`src/rtl/fpm_pkg.sv`:
```
`default_nettype none
package fpm_pkg;
   localparam int unsigned DATA_W   = 16;
   localparam int unsigned PROD_W   = 32;
   localparam int unsigned EXP_W    = 6;
   // one bit of shift in fractional mode
   localparam int unsigned FRAC_SHIFT = 1;
   // reset mode value: 1 selects fractional mode
   localparam logic        MODE_FRAC_RESET = 1'b1;
   // usual block exponent start, two guard bits
   localparam logic [5:0]  BEXP_RESET = 6'h3e;

   typedef enum logic [2:0] {
      FPM_OP_NOP        = 3'h0,
      FPM_OP_ADD        = 3'h1,
      FPM_OP_SUB        = 3'h2,
      FPM_OP_MUL        = 3'h3,
      FPM_OP_EXP_ADJUST = 3'h4,
      FPM_OP_SETEXP     = 3'h5,
      FPM_OP_SETMOD     = 3'h6
   } fpm_op_type;

   // operand signedness: bit 1 for x, bit 0 for y
   typedef enum logic [1:0] {
      FPM_UU = 2'h0,
      FPM_US = 2'h1,
      FPM_SU = 2'h2,
      FPM_SS = 2'h3
   } fpm_sign_type;
endpackage : fpm_pkg
`default_nettype wire

```
`src/rtl/fpm_core.sv`:
```
`timescale 1ns/1ps
`default_nettype none
// Contract
// [RULE1] signed operands are two's complement; sign bit weighs negatively
// [RULE2] add and subtract give identical bits for signed or unsigned
// [RULE3] multiplier extends each operand per signed, unsigned or mixed select
// [RULE4] 16x16 multiply keeps the full 32-bit product
// [RULE5] fractional mode shifts the product left one bit
// [RULE6] integer mode writes the product unshifted
// [RULE7] one mode status bit chooses fractional or integer mode
// [RULE8] reset selects fractional mode
// [RULE9] exponent adjust counts redundant sign bits, updates only when fewer
// [RULE10] block exponent becomes max of itself and minus the count
module fpm_core
   import fpm_pkg::*;
(
   input  wire logic                 SYS_CLK,
   input  wire logic                 RESET_N,
   input  wire logic                 OP_VALID,
   input  wire fpm_pkg::fpm_op_type  OP_CODE,
   input  wire fpm_pkg::fpm_sign_type OP_SIGN,
   input  wire logic [15:0]          OP_X,
   input  wire logic [15:0]          OP_Y,
   input  wire logic                 MODE_FRAC_IN,
   input  wire logic [5:0]           BEXP_IN,
   output logic      [31:0]          RESULT,
   output logic                      RESULT_VALID,
   output logic                      MODE_FRAC,
   output logic      [5:0]           BLOCK_EXP
);
   import fpm_pkg::*;

   logic        [3:0]  sign_count;
   logic signed [16:0] x_ext;
   logic signed [16:0] y_ext;
   logic signed [33:0] full_prod;
   logic        [31:0] prod;
   logic        [31:0] next_result;
   logic signed [5:0]  neg_count;

   fpm_signbits u_signbits (
      .value (OP_X),
      .count (sign_count)
   );

   // a signed operand copies its msb, so it carries negative weight
   always_comb begin
      x_ext = {(OP_SIGN[1] & OP_X[15]), OP_X}; // [RULE1] [RULE3]
      y_ext = {(OP_SIGN[0] & OP_Y[15]), OP_Y}; // [RULE3]
      full_prod = x_ext * y_ext;
      prod = full_prod[31:0]; // [RULE4]
   end

   always_comb begin
      next_result = 32'h0;
      unique case (OP_CODE)
         FPM_OP_ADD: next_result = {16'h0, OP_X + OP_Y}; // [RULE2]
         FPM_OP_SUB: next_result = {16'h0, OP_X - OP_Y}; // [RULE2]
         FPM_OP_MUL: begin
            if (MODE_FRAC) begin
               next_result = prod << FRAC_SHIFT; // [RULE5]
            end else begin
               next_result = prod; // [RULE6]
            end
         end
         default: next_result = 32'h0;
      endcase
   end

   assign neg_count = -$signed({2'h0, sign_count});

   always_ff @(posedge SYS_CLK or negedge RESET_N) begin
      if (!RESET_N) begin
         RESULT       <= 32'h0;
         RESULT_VALID <= 1'b0;
      end else begin
         RESULT_VALID <= OP_VALID & ((OP_CODE == FPM_OP_ADD) |
                         (OP_CODE == FPM_OP_SUB) | (OP_CODE == FPM_OP_MUL));
         // every valid op loads, so control ops also clear a stale product
         if (OP_VALID) begin
            RESULT <= next_result;
         end
      end
   end

   always_ff @(posedge SYS_CLK or negedge RESET_N) begin
      if (!RESET_N) begin
         MODE_FRAC <= MODE_FRAC_RESET; // [RULE8]
      end else if (OP_VALID && OP_CODE == FPM_OP_SETMOD) begin
         MODE_FRAC <= MODE_FRAC_IN; // [RULE7]
      end
   end

   // fewer redundant sign bits means a larger negated count
   always_ff @(posedge SYS_CLK or negedge RESET_N) begin
      if (!RESET_N) begin
         BLOCK_EXP <= BEXP_RESET;
      end else if (OP_VALID && OP_CODE == FPM_OP_SETEXP) begin
         BLOCK_EXP <= BEXP_IN;
      end else if (OP_VALID && OP_CODE == FPM_OP_EXP_ADJUST) begin
         if (neg_count > $signed(BLOCK_EXP)) begin // [RULE9]
            BLOCK_EXP <= neg_count; // [RULE10]
         end
      end
   end

   // shadow operands for the checks: extended apart from the datapath
   logic [31:0] chk_x;
   logic [31:0] chk_y;
   logic [31:0] chk_prod;

   // the low 32 bits of a product only need each operand extended right
   always_comb begin
      chk_x = OP_SIGN[1] ? 32'($signed(OP_X)) : 32'(OP_X);
      chk_y = OP_SIGN[0] ? 32'($signed(OP_Y)) : 32'(OP_Y);
      chk_prod = chk_x * chk_y;
   end

   a_mul_frac: assert property ( // [RULE5]
      @(posedge SYS_CLK) disable iff (!RESET_N)
      OP_VALID && OP_CODE == FPM_OP_MUL && MODE_FRAC |=>
      RESULT == {$past(chk_prod[30:0]), 1'b0})
      else $error("fractional product not shifted");

   a_mul_int: assert property ( // [RULE6]
      @(posedge SYS_CLK) disable iff (!RESET_N)
      OP_VALID && OP_CODE == FPM_OP_MUL && !MODE_FRAC |=>
      RESULT == $past(chk_prod))
      else $error("integer product altered");

   a_mul_ss: assert property ( // [RULE1] [RULE3] [RULE4]
      @(posedge SYS_CLK) disable iff (!RESET_N)
      OP_VALID && OP_CODE == FPM_OP_MUL && OP_SIGN == FPM_SS && !MODE_FRAC
      |=> $signed(RESULT) ==
      $past(32'($signed(OP_X)) * 32'($signed(OP_Y))))
      else $error("signed product wrong");

   a_mul_mixed: assert property ( // [RULE3]
      @(posedge SYS_CLK) disable iff (!RESET_N)
      OP_VALID && OP_CODE == FPM_OP_MUL && OP_SIGN == FPM_SU && !MODE_FRAC
      |=> RESULT == $past(32'($signed(OP_X)) * {16'h0, OP_Y}))
      else $error("mixed product wrong");

   a_mul_uu: assert property ( // [RULE3] [RULE4]
      @(posedge SYS_CLK) disable iff (!RESET_N)
      OP_VALID && OP_CODE == FPM_OP_MUL && OP_SIGN == FPM_UU && !MODE_FRAC
      |=> RESULT == $past({16'h0, OP_X} * {16'h0, OP_Y}))
      else $error("unsigned product wrong");

   a_add_bits: assert property ( // [RULE2]
      @(posedge SYS_CLK) disable iff (!RESET_N)
      OP_VALID && OP_CODE == FPM_OP_ADD |=> RESULT_VALID &&
      RESULT == {16'h0, $past(16'(OP_X + OP_Y))})
      else $error("sum wrong");

   a_sub_bits: assert property ( // [RULE2]
      @(posedge SYS_CLK) disable iff (!RESET_N)
      OP_VALID && OP_CODE == FPM_OP_SUB |=> RESULT_VALID &&
      RESULT == {16'h0, $past(16'(OP_X - OP_Y))})
      else $error("difference wrong");

   a_valid_drop: assert property ( // [RULE2]
      @(posedge SYS_CLK) disable iff (!RESET_N)
      !(OP_VALID && OP_CODE inside {FPM_OP_ADD, FPM_OP_SUB, FPM_OP_MUL})
      |=> !RESULT_VALID)
      else $error("result flagged without arithmetic");

   a_mode_hold: assert property ( // [RULE7]
      @(posedge SYS_CLK) disable iff (!RESET_N)
      !(OP_VALID && OP_CODE == FPM_OP_SETMOD) |=>
      $stable(MODE_FRAC))
      else $error("mode changed without set");

   a_mode_set: assert property ( // [RULE7]
      @(posedge SYS_CLK) disable iff (!RESET_N)
      OP_VALID && OP_CODE == FPM_OP_SETMOD |=>
      MODE_FRAC == $past(MODE_FRAC_IN))
      else $error("mode bit not taken");

   // no disable here: it must look at the edge where reset lets go
   a_mode_reset: assert property ( // [RULE8]
      @(posedge SYS_CLK) $rose(RESET_N) |-> MODE_FRAC)
      else $error("reset mode not fractional");

   a_exp_monotone: assert property ( // [RULE9]
      @(posedge SYS_CLK) disable iff (!RESET_N)
      OP_VALID && OP_CODE == FPM_OP_EXP_ADJUST |=>
      $signed(BLOCK_EXP) >= $signed($past(BLOCK_EXP)))
      else $error("block exponent decreased");

   a_exp_still: assert property ( // [RULE9]
      @(posedge SYS_CLK) disable iff (!RESET_N)
      OP_VALID && OP_CODE == FPM_OP_EXP_ADJUST && !BLOCK_EXP[5] |=>
      $stable(BLOCK_EXP))
      else $error("non-negative exponent moved");

   a_exp_zero: assert property ( // [RULE9] [RULE10]
      @(posedge SYS_CLK) disable iff (!RESET_N)
      OP_VALID && OP_CODE == FPM_OP_EXP_ADJUST && OP_X[15] != OP_X[14]
      && BLOCK_EXP[5] |=> BLOCK_EXP == 6'h00)
      else $error("no redundant sign bit but exponent kept");

   a_exp_max: assert property ( // [RULE10]
      @(posedge SYS_CLK) disable iff (!RESET_N)
      OP_VALID && OP_CODE == FPM_OP_EXP_ADJUST |=>
      $signed(BLOCK_EXP) >= $signed($past(neg_count)))
      else $error("block exponent below input");

   c_mul_frac: cover property (@(posedge SYS_CLK)
      OP_VALID && OP_CODE == FPM_OP_MUL && MODE_FRAC);

   c_mul_int: cover property (@(posedge SYS_CLK)
      OP_VALID && OP_CODE == FPM_OP_MUL && !MODE_FRAC);

   c_mul_mixed: cover property (@(posedge SYS_CLK)
      OP_VALID && OP_CODE == FPM_OP_MUL && OP_SIGN == FPM_SU);

   c_mode_int: cover property (@(posedge SYS_CLK)
      OP_VALID && OP_CODE == FPM_OP_SETMOD && !MODE_FRAC_IN);

   c_exp_up: cover property (@(posedge SYS_CLK) disable iff (!RESET_N)
      OP_VALID && OP_CODE == FPM_OP_EXP_ADJUST ##1 $changed(BLOCK_EXP));
endmodule // fpm_core
`default_nettype wire

```
`src/rtl/fpm_signbits.sv`:
```
`timescale 1ns/1ps
`default_nettype none
// counts redundant sign bits: copies of the msb below it
module fpm_signbits (
   input  wire logic [15:0] value,
   output logic      [3:0]  count
);
   logic [15:0] run;
   assign run[15] = 1'b1;
   genvar i;
   generate
      for (i = 0; i < 15; i++) begin : g_run
         assign run[i] = run[i+1] & (value[i] == value[15]);
      end
   endgenerate
   always_comb begin
      count = 4'h0;
      for (int k = 0; k < 15; k++) begin
         if (run[k]) begin
            count = count + 4'h1;
         end
      end
   end
endmodule // fpm_signbits
`default_nettype wire

```
`config.mk`:
```
export PLATFORM = sky130hd
export DESIGN_NAME = fpm_core
export DESIGN_NICKNAME = d
export VERILOG_FILES = /design/src/rtl/fpm_pkg.sv /design/src/rtl/fpm_core.sv /design/src/rtl/fpm_signbits.sv
export SDC_FILE = /design/constraint.sdc
export NUM_CORES = 1
export LEC_CHECK = 0
export CAP_MARGIN = 20
export CORE_MARGIN = 4
export CORE_UTILIZATION = 30
export DETAILED_ROUTE_END_ITERATION = 10
export DONT_BUFFER_PORTS = 1
export PLACE_DENSITY = 0.41
export SLEW_MARGIN = 25
export SYNTH_ARGS = -nofsm -noshare
export SYNTH_HDL_FRONTEND = slang
export SYNTH_SLANG_ARGS = --single-unit
```
`constraint.sdc`:
```
create_clock -name SYS_CLK -period 3.99 [get_ports SYS_CLK]
set_input_delay 0.399 -clock SYS_CLK [delete_from_list [all_inputs] [get_ports SYS_CLK]]
set_output_delay 0.399 -clock SYS_CLK [all_outputs]
set_load 0.03 [all_outputs]
```
==> metrics <==
net count after synthesis about 2,200; instance count of the mapped netlist around 1,700; arrival time of the worst setup path around 7000 ps; outcome finished, violations left; number of antenna violations at the first check in global routing 1; met1 usage about 25%; number of buffers between clock root and the deepest sink 2; number of synthesized flops with an enable pin 0; Fmax achieved approximately 150 MHz; Worst Path Max Fanout 26; worst-case clock skew ~7.1 ps; setup repair after global routing missed its margin true; min cycle time layout 6760 ps; Yosys cell types 75; number of search-and-repair iterations in the first detailed-routing pass 5; Total Wirelength 46.9 mm; register area share after synthesis under 10%; cells taking the most area after synthesis sky130_fd_sc_hd__fa_1 (38%), sky130_fd_sc_hd__ha_1 (10%), sky130_fd_sc_hd__inv_1 (8.1%), sky130_fd_sc_hd__dfrtp_1 (5.7%), sky130_fd_sc_hd__nand2_1 (5.6%); WP data required ~4200 ps; routed length per instance approximately 18 um; vias after detailed routing ~12,000; Worst path max stage delay 540 ps; Yosys warning total 0; element type at the critical path start input port; top-count cell post-synth sky130_fd_sc_hd__inv_1; met2 capacity usage during global routing 29.4%; Worst Hold Slack 178 ps; Slew Limit Headroom a little under three fifths; minimum setup slack in the final design -2770 ps; violated checks setup timing; DRT iter0 DRCs 454; classification of the worst-slack hold path in2reg; Synth top cells by count sky130_fd_sc_hd__inv_1 (321), sky130_fd_sc_hd__fa_1 (283), sky130_fd_sc_hd__nand2_1 (221); DRC violation count after routing 0; floorplan die width between 200 and 250 um; via count of the first global-routing pass approximately 13,000; register bit count reported by yosys 40; Global Route Usage Sum 17.8%; effective utilization at floorplan between 30% and 40%; classification of the worst setup path in2reg; met3 track demand over resource roughly 2.4%; nature of the critical path endpoint register; Setup Viol. Count Final 29; share of final-layout standard cells stronger than drive strength 1 25.1%; number of sinks on the clock net 40; maximum number of pins on one net before global-route repair 58; area of the mapped netlist roughly 15,000 um2; detailed placement HPWL about 38 mm; cell taking the most area after synthesis sky130_fd_sc_hd__fa_1; mean instance size in the synthesized netlist between 8 and 9 um2; Final Hold Violating Endpoints 0; vertical die dimension ~230 um; routability-driven placement congestion ratio between 0.7 and 0.8; DRT antenna net count 0; layer carrying the most global-route usage met2; Tcrit/Tclk final 170%; DR vias/cell between 4 and 5; clk slew on worst S/H paths approximately 70 ps; slew of the pin with the lowest slew margin between 600 and 700 ps; total global routing overflow 0; number of antenna repair diodes 0; first-pass GRT wire length between 70 and 80 mm; TritonCTS clock tree done; proportion of synthesized flip-flops having asynchronous set or reset between 90% and 100%; buffers added on ports 0; area enclosed by the die boundary 53,000 um2; insertion delay to the later sink of the worst-skew pair roughly 300 ps; Clock Tree Root sky130_fd_sc_hd__clkbuf_16; final number of max-transition violations 0; level count of the clock H-tree 2; CTS Buf Count 5; dominant register cell in the synthesized netlist sky130_fd_sc_hd__dfrtp_1; top cell type's share of synthesized area around two fifths; total of max-cap violations 0; area growth from synthesis to layout 26.1%; core region area 48,800 um2; I/O pins just under 90; # rows 81; total number of nets in the final design ~2,300; critical path's slowest cell sky130_fd_sc_hd__or4_4
==> critical path: cells and delay by family <==
| kind | cells | cell delay (ps) |
|---|---|---|
| simple gates | 12 | 2020 |
| compound gates | 11 | 1570 |
| fa+ha+maj | 6 | 1500 |
| xor+xnor | 6 | 1050 |
| buf+inv | 3 | 420 |
==> final cells by class <==
class | instances | area (um2)
fill | 5042 | 30200
multi-input combinational | 1278 | 13600
timing repair buffer | 230 | 1860
inverter | 321 | 1210
sequential | 40 | 1010
tap | 664 | 831
clock buffer | 5 | 125
clock inverter | 3 | 46.3
==> flip-flops by register name, summed over array words and instances, names as in the netlist <==
register      flops
BLOCK_EXP         6
RESULT           32
MODE_FRAC         1
RESULT_VALID      1
==> per-layer routing <==
metal  share of wire [%]  vias to the layer above
li1                    -                     5665
met1                  47                     6012
met2                  48                      161
met3                 3.4                       31
met4                 1.7                        0
met5                   0                        -
==> final timing paths <==
path                       slack [ps]         start  depth (start not counted)            to
max                             -2770       OP_X[6]                         38  BLOCK_EXP[5]
min                               180      OP_VALID                          1    RESULT[11]
max reg2reg                      1590  BLOCK_EXP[1]                         12  BLOCK_EXP[5]
min reg2reg                       560  BLOCK_EXP[2]                          2  BLOCK_EXP[2]
max in group asynchronous        3170       RESET_N                          2     MODE_FRAC
min in group asynchronous         560       RESET_N                          2  BLOCK_EXP[0]
==> cell usage in the layout, fill, tap and decap left out, types with 6 or more instances in the layout <==
cell type / instances
sky130_fd_sc_hd__inv_1: 298
sky130_fd_sc_hd__fa_1: 276
sky130_fd_sc_hd__nand2_1: 201
sky130_fd_sc_hd__buf_4: 195
sky130_fd_sc_hd__and2_1: 97
sky130_fd_sc_hd__ha_1: 89
sky130_fd_sc_hd__nor2_1: 84
sky130_fd_sc_hd__xnor2_1: 52
sky130_fd_sc_hd__a21oi_1: 47
sky130_fd_sc_hd__dfrtp_1: 34
sky130_fd_sc_hd__buf_6: 32
sky130_fd_sc_hd__a21oi_2: 26
sky130_fd_sc_hd__ha_4: 25
sky130_fd_sc_hd__o21ai_0: 24
sky130_fd_sc_hd__inv_2: 22
sky130_fd_sc_hd__nand3_1: 21
sky130_fd_sc_hd__mux2i_1: 19
sky130_fd_sc_hd__or2_2: 17
sky130_fd_sc_hd__xor2_1: 16
sky130_fd_sc_hd__a21o_1: 15
sky130_fd_sc_hd__a21oi_4: 14
sky130_fd_sc_hd__o22ai_1: 14
sky130_fd_sc_hd__nand2_2: 13
sky130_fd_sc_hd__and3_1: 12
sky130_fd_sc_hd__xnor2_2: 12
sky130_fd_sc_hd__and2_4: 9
sky130_fd_sc_hd__nor3b_1: 8
sky130_fd_sc_hd__o21a_1: 8
sky130_fd_sc_hd__nand4_1: 7
sky130_fd_sc_hd__o21ai_2: 7
sky130_fd_sc_hd__o21ai_1: 7
sky130_fd_sc_hd__nor2b_1: 7
sky130_fd_sc_hd__fa_2: 7
sky130_fd_sc_hd__dfstp_2: 6
sky130_fd_sc_hd__o21bai_1: 6
==> stage by stage <==
step                      setup TNS [ps]  instance area, um2  utilization [%]  cells  worst slack (ps)
after floorplan                   -54750               15500                -   1724             -3190
after global placement            -65210               17100             35.1   2505             -3280
after detailed placement          -64990               17100             35.1   2505             -3260
after CTS                         -51150               18100             37.0   2531             -2710
after global routing              -57070               18700             38.2   2541             -3130
final                             -51280               18700             38.2   2541             -2770
==> logic make-up (layout without fill, tap and decap cells) <==
family / after synthesis / in the layout / synth area share (%)
and+or+nand+nor: 531 / 531 / 17.2
DFF: 40 / 40 / 6.81
buffers and inverters: 406 / 559 / 10.4
muxes: 22 / 22 / 1.49
AOI/OAI and AO/OA: 230 / 230 / 10.1
adders and majority gates: 401 / 401 / 48.2
xor gates and xnor gates: 94 / 94 / 5.75
==> repair_timing <==
item / 4_1_cts / 5_1_grt
hold endpoints to repair: 40 / 0
buffers inserted: 21 / 16
pin swaps: 114 / 84
endpoints found under the setup margin: 31 / 32
hold buffers: 2 / 0
resized for setup: 131 / 97
gates cloned: 1 / 0
Power is left out: the tool's default activity adds up to more than one toggle a clock period on the data nets, which glitch-free logic cannot reach.
